[src/port34_pkg.sv]
package port34_pkg;

   // Register addresses on the special-function register bus.
   localparam logic [7:0] ADDR_P4_OUTPUT_MODE = 8'hae;
   localparam logic [7:0] ADDR_P3_OUTPUT_MODE = 8'haf;
   localparam logic [7:0] ADDR_P3_DATA        = 8'hb0;
   localparam logic [7:0] ADDR_P4_DATA        = 8'hb5;
   localparam logic [7:0] ADDR_P3_SKIP        = 8'hd7;
   localparam logic [7:0] ADDR_P3_ANALOG_SEL  = 8'hf4;

   // Reset values.
   localparam logic [7:0] RST_P4_OUTPUT_MODE = 8'h00;
   localparam logic [7:0] RST_P3_OUTPUT_MODE = 8'h00;
   localparam logic [7:0] RST_P3_DATA        = 8'hff;
   localparam logic [7:0] RST_P4_DATA        = 8'h7f;
   localparam logic [7:0] RST_P3_SKIP        = 8'h00;
   localparam logic [7:0] RST_P3_ANALOG_SEL  = 8'hff;

   // Port 4 has seven pins; bit 7 of its registers is unimplemented.
   localparam int         P4_PINS   = 7;
   localparam logic [7:0] P4_MASK   = 8'h7f;
   localparam logic [7:0] READ_NONE = 8'h00;

   // Register-bus request from the core.
   typedef struct packed {
      logic [7:0] addr;
      logic       wr;
      logic       rd;
      logic [7:0] wdata;
   } sfr_req_t;

   // Crossbar override for one port: per-pin take-over and value.
   typedef struct packed {
      logic [7:0] sel;
      logic [7:0] val;
   } xbar_t;

   // Pad controls for one eight-pin port.
   typedef struct packed {
      logic [7:0] out;
      logic [7:0] oe_n;
      logic [7:0] pullup_en;
      logic [7:0] rx_en;
   } pad_t;

endpackage : port34_pkg

[src/port34_pins.sv]
`timescale 1ns/1ps
module port34_pins (
   // Clock and reset
   input  wire logic                mclk,
   input  wire logic                srst,
   // Special-function register bus
   input  wire port34_pkg::sfr_req_t sfr_req,
   output logic [7:0]               sfr_rdata,
   // Crossbar
   input  wire port34_pkg::xbar_t    p3_xbar,
   input  wire port34_pkg::xbar_t    p4_xbar,
   output logic [7:0]               p3_skip,
   // Port 3 pads
   input  wire logic [7:0]          p3_pin_in,
   output port34_pkg::pad_t          p3_pad,
   // Port 4 pads (bit 7 unused)
   input  wire logic [7:0]          p4_pin_in,
   output port34_pkg::pad_t          p4_pad
);
   import port34_pkg::*;

   logic [7:0] p3_analog_sel_q;
   logic [7:0] p3_output_mode_q;
   logic [7:0] p3_skip_q;
   logic [7:0] p3_data_q;
   logic [7:0] p4_data_q;
   logic [7:0] p4_output_mode_q;
   logic [7:0] p3_meta_q;
   logic [7:0] p3_sync_q;
   logic [7:0] p4_meta_q;
   logic [7:0] p4_sync_q;
   logic [7:0] rdata_q;
   logic [7:0] p3_val;
   logic [7:0] p4_val;
   logic [7:0] p3_pp_eff;

   // Active-low enable: a pin is driven when enabled and either push-pull
   // or driving a low; open-drain high releases the pad.
   function automatic logic [7:0] drive_n(input logic [7:0] val,
                                          input logic [7:0] pp,
                                          input logic [7:0] en);
      drive_n = ~(en & (pp | ~val));
   endfunction : drive_n

   function automatic logic wr_hit(input sfr_req_t req,
                                   input logic [7:0] addr);
      wr_hit = req.wr && (req.addr == addr);
   endfunction : wr_hit

   ////////////////////////////////////////////////////////////////////////
   // Configuration registers.
   ////////////////////////////////////////////////////////////////////////

   // Port-3 mode registers; writes land on the next edge.
   // mode registers
   always_ff @(posedge mclk) begin
      if (srst) begin
         p3_analog_sel_q  <= RST_P3_ANALOG_SEL;
         p3_output_mode_q <= RST_P3_OUTPUT_MODE;
         p3_skip_q        <= RST_P3_SKIP;
      end else begin
         if (wr_hit(sfr_req, ADDR_P3_ANALOG_SEL)) begin
            p3_analog_sel_q <= sfr_req.wdata;
         end
         if (wr_hit(sfr_req, ADDR_P3_OUTPUT_MODE)) begin
            p3_output_mode_q <= sfr_req.wdata;
         end
         if (wr_hit(sfr_req, ADDR_P3_SKIP)) begin
            p3_skip_q <= sfr_req.wdata;
         end
      end
   end

   // Data latches and the port-4 output mode. Bit 7 of port 4 is masked so it can never hold a one.
   // port-4 latch
   always_ff @(posedge mclk) begin
      if (srst) begin
         p3_data_q        <= RST_P3_DATA;
         p4_data_q        <= RST_P4_DATA;
         p4_output_mode_q <= RST_P4_OUTPUT_MODE;
      end else begin
         if (wr_hit(sfr_req, ADDR_P3_DATA)) begin
            p3_data_q <= sfr_req.wdata;
         end
         if (wr_hit(sfr_req, ADDR_P4_DATA)) begin
            p4_data_q <= sfr_req.wdata & P4_MASK;
         end
         if (wr_hit(sfr_req, ADDR_P4_OUTPUT_MODE)) begin
            p4_output_mode_q <= sfr_req.wdata & P4_MASK;
         end
      end
   end

   ////////////////////////////////////////////////////////////////////////
   // Pin input synchronisers and read-back.
   ////////////////////////////////////////////////////////////////////////

   // Pads are asynchronous; two flops before anything looks at them.
   always_ff @(posedge mclk) begin
      if (srst) begin
         p3_meta_q <= 8'h00;
         p3_sync_q <= 8'h00;
         p4_meta_q <= 8'h00;
         p4_sync_q <= 8'h00;
      end else begin
         p3_meta_q <= p3_pin_in;
         p3_sync_q <= p3_meta_q;
         p4_meta_q <= p4_pin_in;
         p4_sync_q <= p4_meta_q;
      end
   end

   // Read data is registered and valid the cycle after the read strobe;
   // unmapped addresses answer zero.
   // read mux
   always_ff @(posedge mclk) begin
      if (srst) begin
         rdata_q <= READ_NONE;
      end else if (sfr_req.rd) begin
         case (sfr_req.addr)
            ADDR_P3_ANALOG_SEL:  rdata_q <= p3_analog_sel_q;
            ADDR_P3_OUTPUT_MODE: rdata_q <= p3_output_mode_q;
            ADDR_P3_SKIP:        rdata_q <= p3_skip_q;
            ADDR_P3_DATA:        rdata_q <= p3_sync_q & p3_analog_sel_q;
            ADDR_P4_DATA:        rdata_q <= p4_sync_q & P4_MASK;
            ADDR_P4_OUTPUT_MODE: rdata_q <= p4_output_mode_q & P4_MASK;
            default:             rdata_q <= READ_NONE;
         endcase
      end
   end

   assign sfr_rdata = rdata_q;
   assign p3_skip   = p3_skip_q;

   ////////////////////////////////////////////////////////////////////////
   // Pad drive.
   ////////////////////////////////////////////////////////////////////////

   // A peripheral routed by the crossbar overrides the latch per pin.
   assign p3_val = (p3_xbar.sel & p3_xbar.val) | (~p3_xbar.sel & p3_data_q);
   assign p4_val = ((p4_xbar.sel & p4_xbar.val) | (~p4_xbar.sel & p4_data_q))
                   & P4_MASK;

   // Analog pins lose output mode, pullup, driver and receiver together.
   // analog isolation
   assign p3_pp_eff        = p3_output_mode_q & p3_analog_sel_q;
   assign p3_pad.out       = p3_val & p3_analog_sel_q;
   assign p3_pad.oe_n      = drive_n(p3_val, p3_pp_eff, p3_analog_sel_q);
   assign p3_pad.pullup_en = p3_analog_sel_q;
   assign p3_pad.rx_en     = p3_analog_sel_q;

   // Port 4 is digital only; the unused bit is never driven.
   // port-4 drive
   assign p4_pad.out       = p4_val;
   assign p4_pad.oe_n      = drive_n(p4_val, p4_output_mode_q, P4_MASK);
   assign p4_pad.pullup_en = P4_MASK;
   assign p4_pad.rx_en     = P4_MASK;

   ////////////////////////////////////////////////////////////////////////
   // Assertions.
   ////////////////////////////////////////////////////////////////////////

   AST_P3_ANALOG_OFF: assert property (
      @(posedge mclk) disable iff (srst)
      ((p3_pad.pullup_en | p3_pad.rx_en | ~p3_pad.oe_n)
       & ~p3_analog_sel_q) == 8'h00)
      else $error("Analog port-3 pin has a digital function enabled.");

   // Checked on the edge after a reset edge, so the unknown power-up
   // contents before the first reset edge are never compared.
   AST_P3_SEL_RESET: assert property (
      @(posedge mclk) srst |=> p3_analog_sel_q == RST_P3_ANALOG_SEL
                        && p3_output_mode_q == RST_P3_OUTPUT_MODE)
      else $error("Port-3 mode registers wrong after reset.");

   AST_P3_OPEN_DRAIN: assert property (
      @(posedge mclk) disable iff (srst)
      (~p3_pad.oe_n & ~p3_output_mode_q & p3_val) == 8'h00)
      else $error("Open-drain port-3 pin drives a high.");

   AST_P3_ANALOG_NODRIVE: assert property (
      @(posedge mclk) disable iff (srst)
      (~p3_pad.oe_n & ~p3_analog_sel_q) == 8'h00)
      else $error("Analog port-3 pin is driven.");

   AST_P3_SKIP_WRITE: assert property (
      @(posedge mclk) disable iff (srst)
      wr_hit(sfr_req, ADDR_P3_SKIP) |=> p3_skip == $past(sfr_req.wdata))
      else $error("Skip output does not follow its write.");

   AST_P4_TOP_ZERO: assert property (
      @(posedge mclk) disable iff (srst)
      sfr_req.rd && (sfr_req.addr == ADDR_P4_DATA ||
                     sfr_req.addr == ADDR_P4_OUTPUT_MODE)
      |=> sfr_rdata[P4_PINS] == 1'b0)
      else $error("Unused port-4 bit reads one.");

   AST_P4_DRIVE: assert property (
      @(posedge mclk) disable iff (srst)
      (p4_pad.oe_n[P4_PINS-1:0] ==
       ~(p4_output_mode_q[P4_PINS-1:0] | ~p4_val[P4_PINS-1:0]))
      && p4_pad.oe_n[P4_PINS])
      else $error("Port-4 pin drive does not match mode and value.");

   AST_P4_READ_PIN: assert property (
      @(posedge mclk) disable iff (srst)
      sfr_req.rd && sfr_req.addr == ADDR_P4_DATA
      |=> sfr_rdata[P4_PINS-1:0] == $past(p4_sync_q[P4_PINS-1:0]))
      else $error("Port-4 read does not show the pin levels.");

   AST_P4_RESET: assert property (
      @(posedge mclk) srst |=> p4_data_q == RST_P4_DATA)
      else $error("Port-4 latch wrong after reset.");

   AST_P3_READ: assert property (
      @(posedge mclk) disable iff (srst)
      sfr_req.rd && sfr_req.addr == ADDR_P3_DATA
      |=> sfr_rdata == ($past(p3_sync_q) & $past(p3_analog_sel_q)))
      else $error("Port-3 read does not mask analog pins.");

   AST_P4_DIGITAL: assert property (
      @(posedge mclk) disable iff (srst)
      p4_pad.rx_en[P4_PINS-1:0] == P4_MASK[P4_PINS-1:0])
      else $error("Port-4 receiver disabled.");

endmodule : port34_pins

[config.mk]
export PLATFORM = sky130hd
export DESIGN_NAME = port34_pins
export DESIGN_NICKNAME = d
export VERILOG_FILES = /design/src/port34_pkg.sv /design/src/port34_pins.sv
export SDC_FILE = /design/constraint.sdc
export NUM_CORES = 1
export LEC_CHECK = 0
export BUFFER_PORTS_ARGS = -buffer_cell sky130_fd_sc_hd__buf_2
export CAP_MARGIN = 20
export CORE_MARGIN = 1
export CORE_UTILIZATION = 30
export DETAILED_ROUTE_END_ITERATION = 16
export GPL_TIMING_DRIVEN = 0
export HOLD_SLACK_MARGIN = 0.12
export SLEW_MARGIN = 20
export SYNTH_ARGS = -nofsm -noshare
export SYNTH_HDL_FRONTEND = slang
export SYNTH_SLANG_ARGS = --single-unit
[constraint.sdc]
create_clock -name mclk -period 1.7 [get_ports mclk]
set_input_delay 0 -clock mclk [delete_from_list [all_inputs] [get_ports mclk]]
set_output_delay 0 -clock mclk [all_outputs]
set_load 0.02 [all_outputs]
-- Word-level counts from Yosys, hierarchy flattened
Cells that the tools add are included.
W data, S select, Z words.
- add/sub/neg operators: 0
- multiply operators: 0
- divide/modulo/power cells: 0
- magnitude comparators: 0
- equal/unequal tests: 6
- shift-type cells: 0
- muxes and demuxes: 1
- bitwise logic cells: 18
- reductions and logical operators: 6
- operator list (cell ; count):
    $and A8 B8 Y8 ; 6
    $eq A8 B8 Y1 const B ; 6
    $pmux W8 S6 ; 1
    $not A8 Y8 ; 3
    $or A8 B8 Y8 ; 2
    $and A7 B7 Y7 ; 2
    $not A7 Y7 ; 2
    $or A7 B7 Y7 ; 2
    $not A7 Y8 ; 1
    $logic_and A1 B1 Y1 ; 6
- bits in registers: 84
- bits in latches: 0
- memory bits (writable): 0
- ROM bits: 0
- bits of input ports: 68
- output and inout port bits: 80
- logic and storage cells: 42
- memories kept: 0

-- Longest topological paths before layout
Gate-level depths: netlist of the first run.
- word-level depth: 7
- gate-level depth with buffers: 6
- gate-level depth less buffers: 4

-- Worst setup path after synthesis of the first run
No wires, ideal clock.
- path kind: input to register
- from: input port sfr_req[10] (netlist bit)
- to: register p3_data_q[7]
- setup time: 0.120 ns
- arrival: 1.065 ns
- required time: 1.580 ns
- path slack: 0.516 ns
- stages on the path: 5
- buffers on the path: 2
- path through: buf_2 nor2b_1 nand4_2 buf_2 a211o_1
- cells in the longest elaborated chain, start to end: 2
- RTL lines (what ; line ; text):
    from (decl) ; port34_pins.sv:7 ; input wire port34_pkg::sfr_req_t sfr_req,
    $eq A8 B8 Y1 ; port34_pins.sv:47 ; wr_hit = req.wr && (req.addr == addr);
    $logic_and A1 B1 Y1 ; port34_pins.sv:47 ;
    to (signal assigned) ; port34_pins.sv:83 ; p3_data_q <= sfr_req.wdata;
    to (decl) ; port34_pins.sv:25 ; logic [7:0] p3_data_q;
Every way passes these cells.
A chain may end at the register's enable or synchronous reset.

-- Worst setup path after layout of the first run
- from: input port srst
- to: register p3_meta_q[0]
- RTL lines (what ; line ; text):
    from (decl) ; port34_pins.sv:5 ; input wire logic srst,
    to (signal assigned) ; port34_pins.sv:106 ; p3_meta_q <= p3_pin_in;
    to (decl) ; port34_pins.sv:28 ; logic [7:0] p3_meta_q;
No word-level cell between the ends.

==> run summary, run 1 <==
Outcome -> finished, final reports clean
Mapped Cells -> 386
Synth Register Bits -> 84
Area of placed instances -> 4552 um^2
Routed len/inst -> 14.57 um
Max Fanout on Critical Path -> 10
CTS Buf Count -> 9
XOR/XNOR share of the synthesized area -> 0%
Number of flops mapped to enable cells by yosys -> 0
Vias per cell -> 4.630
Setup TNS -> 0 ns
Drt pass-1 iters -> 4
Port bufs -> 124
H-tree Lvls -> 3
Initial antenna violation count -> 0
Reg2Reg Setup Slack -> 0.52 ns
Critical path launch point type -> primary input
Worst Path Required -> 1.92 ns
Largest net degree at the start of global routing -> 15
Post-synthesis compound-gate area fraction -> 12.39%
CTS tree -> done
Top Ports -> 148
Final count of pins violating max slew -> 0
Fmax -> 694.6 MHz
Filler cells -> 1185
Global-route wire length before repair -> 16.30 mm
Total wire length -> 10.57 mm
Max_cap viols -> 0
Hold path cells -> 5
DIE WIDTH -> 112.9 um
Initial Utilization -> 30.70%
Launch point of the worst reg-to-reg path -> p3_output_mode_q[2]
Peak supply drop -> 0.0004346 V
Post-route setup slack -> 0.2603 ns
Crit path to -> p3_meta_q[0]
Clock Skew -> 0.008189 ns
Nets@finish -> 641
Post-route cell area -> 5224 um^2
WS Path Type -> in -> reg
Clock Latency Late Sink -> 0.34 ns
DIE HEIGHT -> 112.9 um
Syn_area_per_cell -> 9.553 um^2
GRT Overall Usage -> 16.90%
Clk buf depth -> 2
Syn. warnings -> 0
Post-synthesis sequential area ratio -> 45.61%
Final Wtd Congestion -> 0.8391
CTS resizes -> 0
Slew @ Worst Pin -> 0.7164 ns
Clock sinks -> 84
Mux cell area share after synthesis -> 12.28%
Worst Setup End Kind -> flip-flop
Clock root cell -> clkbuf_16
Final Setup Violations -> 0
Ys async rst share -> 0%
RSZ-0062 raised after global routing -> no
Fin crit share -> 84.69%
Leakage power total -> 2.440 nW
DRT iter0 DRCs -> 97
Final hold viol count -> 0
Share of cells above drive strength 1 -> 33.22%
Clk slew on worst S/H paths -> 0.06 ns
Dpl ws -> -0.02604 ns
Cell Rows -> 40
Pwr/cell area -> 877.2 nW/um^2
R2r endpoint -> sfr_rdata[2]
Crit. Startpoint -> srst
ANT nets after route -> 0
Total chip power -> 0.004582 W
Largest family of logic cells by synthesized area -> simple AND/OR/NAND/NOR gates
Hold buffer count at CTS -> 36
Top cell type's share of synthesized area -> 45.61%
Hold WC Path Type -> in -> reg
Total gr overflow -> 0
Drt drc -> 0
Die area -> 12740 um^2
Detailed Place HPWL -> 7.955 mm
Post-layout min period -> 1.440 ns
Synth Area in Adders -> 0%
Post CTS Setup Buffer Count -> 0
Top cells by area, synth -> dfxtp_1 (46%), mux2i_1 (9.2%), nor2b_1 (7.8%)
Vias in the first global route -> 3141
Cells on worst reg2reg path -> 3
Post-Syn Area -> 3687 um^2
Count of different cell masters after synthesis -> 37
Post-synth top flop -> dfxtp_1
Relative slew slack -> 51.88%
Core Util, Final -> 43.49%
Largest area contributor in the netlist -> dfxtp_1
CORE AREA -> 12010 um^2
Worst EP arrival -> 1.66 ns
Layout area overhead -> 41.67%
Simple-gate share of the synthesized area -> 20.67%
Antenna Cells -> 0
DR vias -> 3357
## final cells by class
cell class | count | area [um^2] | share of cell area, %
Multi-Input combinational cell | 261 | 1739 | 33.29
Sequential cell | 84 | 1682 | 32.19
Timing Repair Buffer | 160 | 980.9 | 18.78
Buffer | 47 | 289.0 | 5.533
Clock buffer | 11 | 252.7 | 4.838
Tap cell | 147 | 183.9 | 3.521
Clock inverter | 5 | 58.81 | 1.126
Inverter | 10 | 37.54 | 0.7186
## routing by layer
layer / part of all wire, % / routed length [um] / up-vias / track usage (%)
li1: - / - / 1664 / -
met1: 43 / 4585 / 1559 / 20.18
met2: 48 / 5070 / 122 / 29.75
met3: 7.1 / 753 / 12 / 4.821
met4: 1.5 / 157 / 0 / 4.474
met5: 0 / 0 / - / 0
## synth_stat cells (2+ instances only)
cell and instances:
a221oi_1 3, o21ai_0 12, nand2_1 2, a21oi_1 5, nand4_2 2, inv_1 9, mux2i_1 34, nor2_1 58
nand4_1 5, and3_1 4, and2_1 3, a311oi_1 7, buf_2 9, conb_1 2, a211o_1 23, dfxtp_1 84
nand3_1 8, a21o_1 8, buf_4 27, mux2_2 10, clkbuf_1 10, nor2b_1 46
## how the worst min path moves through the flow
| stage | start | end | slack [ns] |
|---|---|---|---|
| 6_report | sfr_req[17] | sfr_rdata[6] | 0.17 |
| 5_1_grt | sfr_req[9] | p4_output_mode_q[3] | 0.22 |
| 4_1_cts | sfr_req[17] | sfr_rdata[6] | 0.17 |
| 3_5_place_dp | p3_pin_in[7] | p3_meta_q[7] | 0.21 |
| 3_3_place_gp | p3_pin_in[7] | p3_meta_q[7] | 0.21 |
| 2_1_floorplan | p3_pin_in[0] | p3_meta_q[0] | 0.13 |
## sequential cells by signal (all words and copies together) (netlist names)
register and count:
p4_sync_q 7, p4_data_q 7, p3_sync_q 8, sfr_rdata 8, p3_meta_q 8, p4_output_mode_q 7, p3_analog_sel_q 8, p3_output_mode_q 8
p3_data_q 8, p4_meta_q 7, p3_skip 8
## power breakdown
| group | total [W] | internal (W) | switching [W] |
|---|---|---|---|
| registers | 0.00203 | 0.00201 | 0.0000140 |
| logic | 0.000534 | 0.000249 | 0.000286 |
| clock network | 0.00202 | 0.00122 | 0.000802 |
| total | 0.00458 | 0.00348 | 0.00110 |
## worst max-delay path, stage by stage
cell	delay, ns
dlygate4sd3_1	0.57
clkbuf_1	0.43
nor2b_1	0.08
dlygate4sd3_1	0.57
## cells in the final DEF (no fill, tap or decap), types with 2 or more instances in the layout
master,instances
clkbuf_1,10
dfxtp_1,84
nand2_1,2
conb_1,18
a221oi_1,3
inv_1,9
a311oi_1,7
mux2i_1,34
nor2_1,58
buf_4,27
and2_1,3
a211o_1,23
and3_1,4
dlygate4sd3_1,36
a21o_1,8
clkinvlp_4,2
nand4_2,2
mux2_2,10
clkbuf_16,9
o21ai_0,12
clkbuf_8,2
nor2b_1,46
nand4_1,5
buf_2,133
a21oi_1,5
nand3_1,8
## kinds of logic after synthesis
| group | after synthesis |
|---|---|
| AOI/OAI and AO/OA | 61 |
| buffers and inverters | 57 |
| DFF | 84 |
| muxes | 44 |
| other | 2 |
| and+or+nand+nor | 138 |
## through the flow
step | cells | hold slack [ns]
floorplan | 402 | 0.1282
finish | 725 | 0.1726
CTS | 725 | 0.1728
global placement | 673 | 0.2065
global route | 725 | 0.2183
detailed placement | 673 | 0.2137
Power figures use the tool's default switching activity.
==> run 2: changes to the inputs <==
clock period = 1.48 ns   (was 1.7 ns; I/O delays follow)
==> run summary, run 2 (same netlist as run 1, synthesis figures left out) <==
Clk buf depth -> 2
ANT nets after route -> 0
Share of cells above drive strength 1 -> 33.68%
Clk slew on worst S/H paths -> 0.06 ns
Leakage power total -> 2.450 nW
Drt pass-1 iters -> 4
DRT iter0 DRCs -> 87
H-tree Lvls -> 3
Clock Latency Late Sink -> 0.34 ns
Total gr overflow -> 0
Fmax -> 718.1 MHz
Routed len/inst -> 14.65 um
CTS Buf Count -> 9
DIE WIDTH -> 112.9 um
Final hold viol count -> 0
Global-route wire length before repair -> 16.30 mm
Core Util, Final -> 43.59%
Total wire length -> 10.64 mm
Outcome -> finished, final reports clean
Reg2Reg Setup Slack -> 0.30 ns
Port bufs -> 124
Top Ports -> 148
Post-layout min period -> 1.392 ns
Slew @ Worst Pin -> 0.7085 ns
Die area -> 12740 um^2
Vias per cell -> 4.618
Most common cell after layout, fill and taps aside -> buf_2
Filler cells -> 1182
Final Wtd Congestion -> 0.8391
DR vias -> 3353
Worst EP arrival -> 1.61 ns
Crit path to -> p4_meta_q[5]
Vias in the first global route -> 3141
Launch point of the worst reg-to-reg path -> p3_output_mode_q[2]
WS Path Type -> in -> reg
Max Fanout on Critical Path -> 10
Worst Setup End Kind -> flip-flop
Clock root cell -> clkbuf_16
Relative slew slack -> 52.41%
Antenna Cells -> 0
Max_cap viols -> 0
CORE AREA -> 12010 um^2
Drt drc -> 0
Pwr/cell area -> 1007 nW/um^2
Setup TNS -> 0 ns
GRT Overall Usage -> 16.90%
RSZ-0062 raised after global routing -> no
Critical path launch point type -> primary input
CTS tree -> done
Initial Utilization -> 30.70%
Leading cell types in the layout, fill and taps excluded -> buf_2 (133), dfxtp_1 (84), nor2_1 (58)
Detailed Place HPWL -> 7.955 mm
Final Setup Violations -> 0
Final count of pins violating max slew -> 0
Clock sinks -> 84
Nets@finish -> 642
Clock Skew -> 0.005823 ns
Layout area overhead -> 42.01%
DIE HEIGHT -> 112.9 um
Largest net degree at the start of global routing -> 15
Total chip power -> 0.005270 W
Fin crit share -> 94.09%
Cells on worst reg2reg path -> 3
Worst Path Required -> 1.70 ns
R2r endpoint -> sfr_rdata[2]
Initial antenna violation count -> 0
Peak supply drop -> 0.0005049 V
Hold WC Path Type -> in -> reg
Cell Rows -> 40
Crit. Startpoint -> srst
[run 2: changes by cell type in the layout (fill, tap and decap cells not counted)]
cell	previous run	this run
clkbuf_1	10	9
clkbuf_2	0	1
buf_4	27	29
buf_1	1	0
[run 2: critical path: stages]
cell,delay [ns]
dlygate4sd3_1,0.57
clkbuf_1,0.39
nor2b_1,0.08
dlygate4sd3_1,0.57
[run 2: through the flow]
| step | setup slack, ns | hold slack (ns) | cell area [um^2] | instances |
|---|---|---|---|---|
| 6_report | 0.08753 | 0.1704 | 5236 | 726 |
| 5_1_grt | 0.01341 | 0.2183 | 5236 | 726 |
| 4_1_cts | 0.03582 | 0.1728 | 5224 | 725 |
| 3_5_place_dp | -0.2460 | 0.2137 | 4552 | 673 |
| 3_3_place_gp | -0.2074 | 0.2065 | 4552 | 673 |
| 2_1_floorplan | 0.2956 | 0.1282 | 3747 | 402 |
[run 2: timing repair]
action                                  4_1_cts  5_1_grt
hold buffers                                 36        0
endpoints found under the setup margin        0        9
resized for setup                             0        2
endpoints found under the hold margin        72        0
setup buffers                                 0        2
[run 2: worst min path at each step]
| stage | startpoint | to | slack, ns | cells after the start |
|---|---|---|---|---|
| after floorplan | p3_pin_in[0] | p3_meta_q[0] | 0.13 | 1 |
| after global placement | p3_pin_in[7] | p3_meta_q[7] | 0.21 | 2 |
| after detailed placement | p3_pin_in[7] | p3_meta_q[7] | 0.21 | 2 |
| after CTS | sfr_req[17] | sfr_rdata[6] | 0.17 | 5 |
| after global routing | sfr_req[9] | p4_output_mode_q[3] | 0.22 | 5 |
| final | sfr_req[17] | sfr_rdata[6] | 0.17 | 5 |
[run 2: report_power, final]
part           switching (W)  leakage [nW]  total [W]  internal [W]
registers          0.0000161         0.686    0.00233       0.00231
logic               0.000329          1.62   0.000615      0.000285
clock network       0.000926         0.148    0.00233       0.00140
total                0.00127          2.45    0.00527       0.00400
[run 2: layer usage]
layer  global-route usage (%)  share of wire (%)  vias to the layer above
li1                         -                  -                     1661
met1                    20.18                 44                     1565
met2                    29.75                 48                      114
met3                    4.821                6.2                       13
met4                    4.474                1.5                        0
met5                        0                  0                        -
[run 2: final cells by class]
cell class / instances / area [um^2] / share of cell area (%)
timing repair buffer: 162 / 996.0 / 19.02
tap: 147 / 183.9 / 3.513
sequential: 84 / 1682 / 32.11
clock buffer: 11 / 252.7 / 4.827
inverter: 10 / 37.54 / 0.7168
clock inverter: 5 / 58.81 / 1.123
multi-input combinational: 261 / 1739 / 33.21
buffer: 46 / 286.5 / 5.472
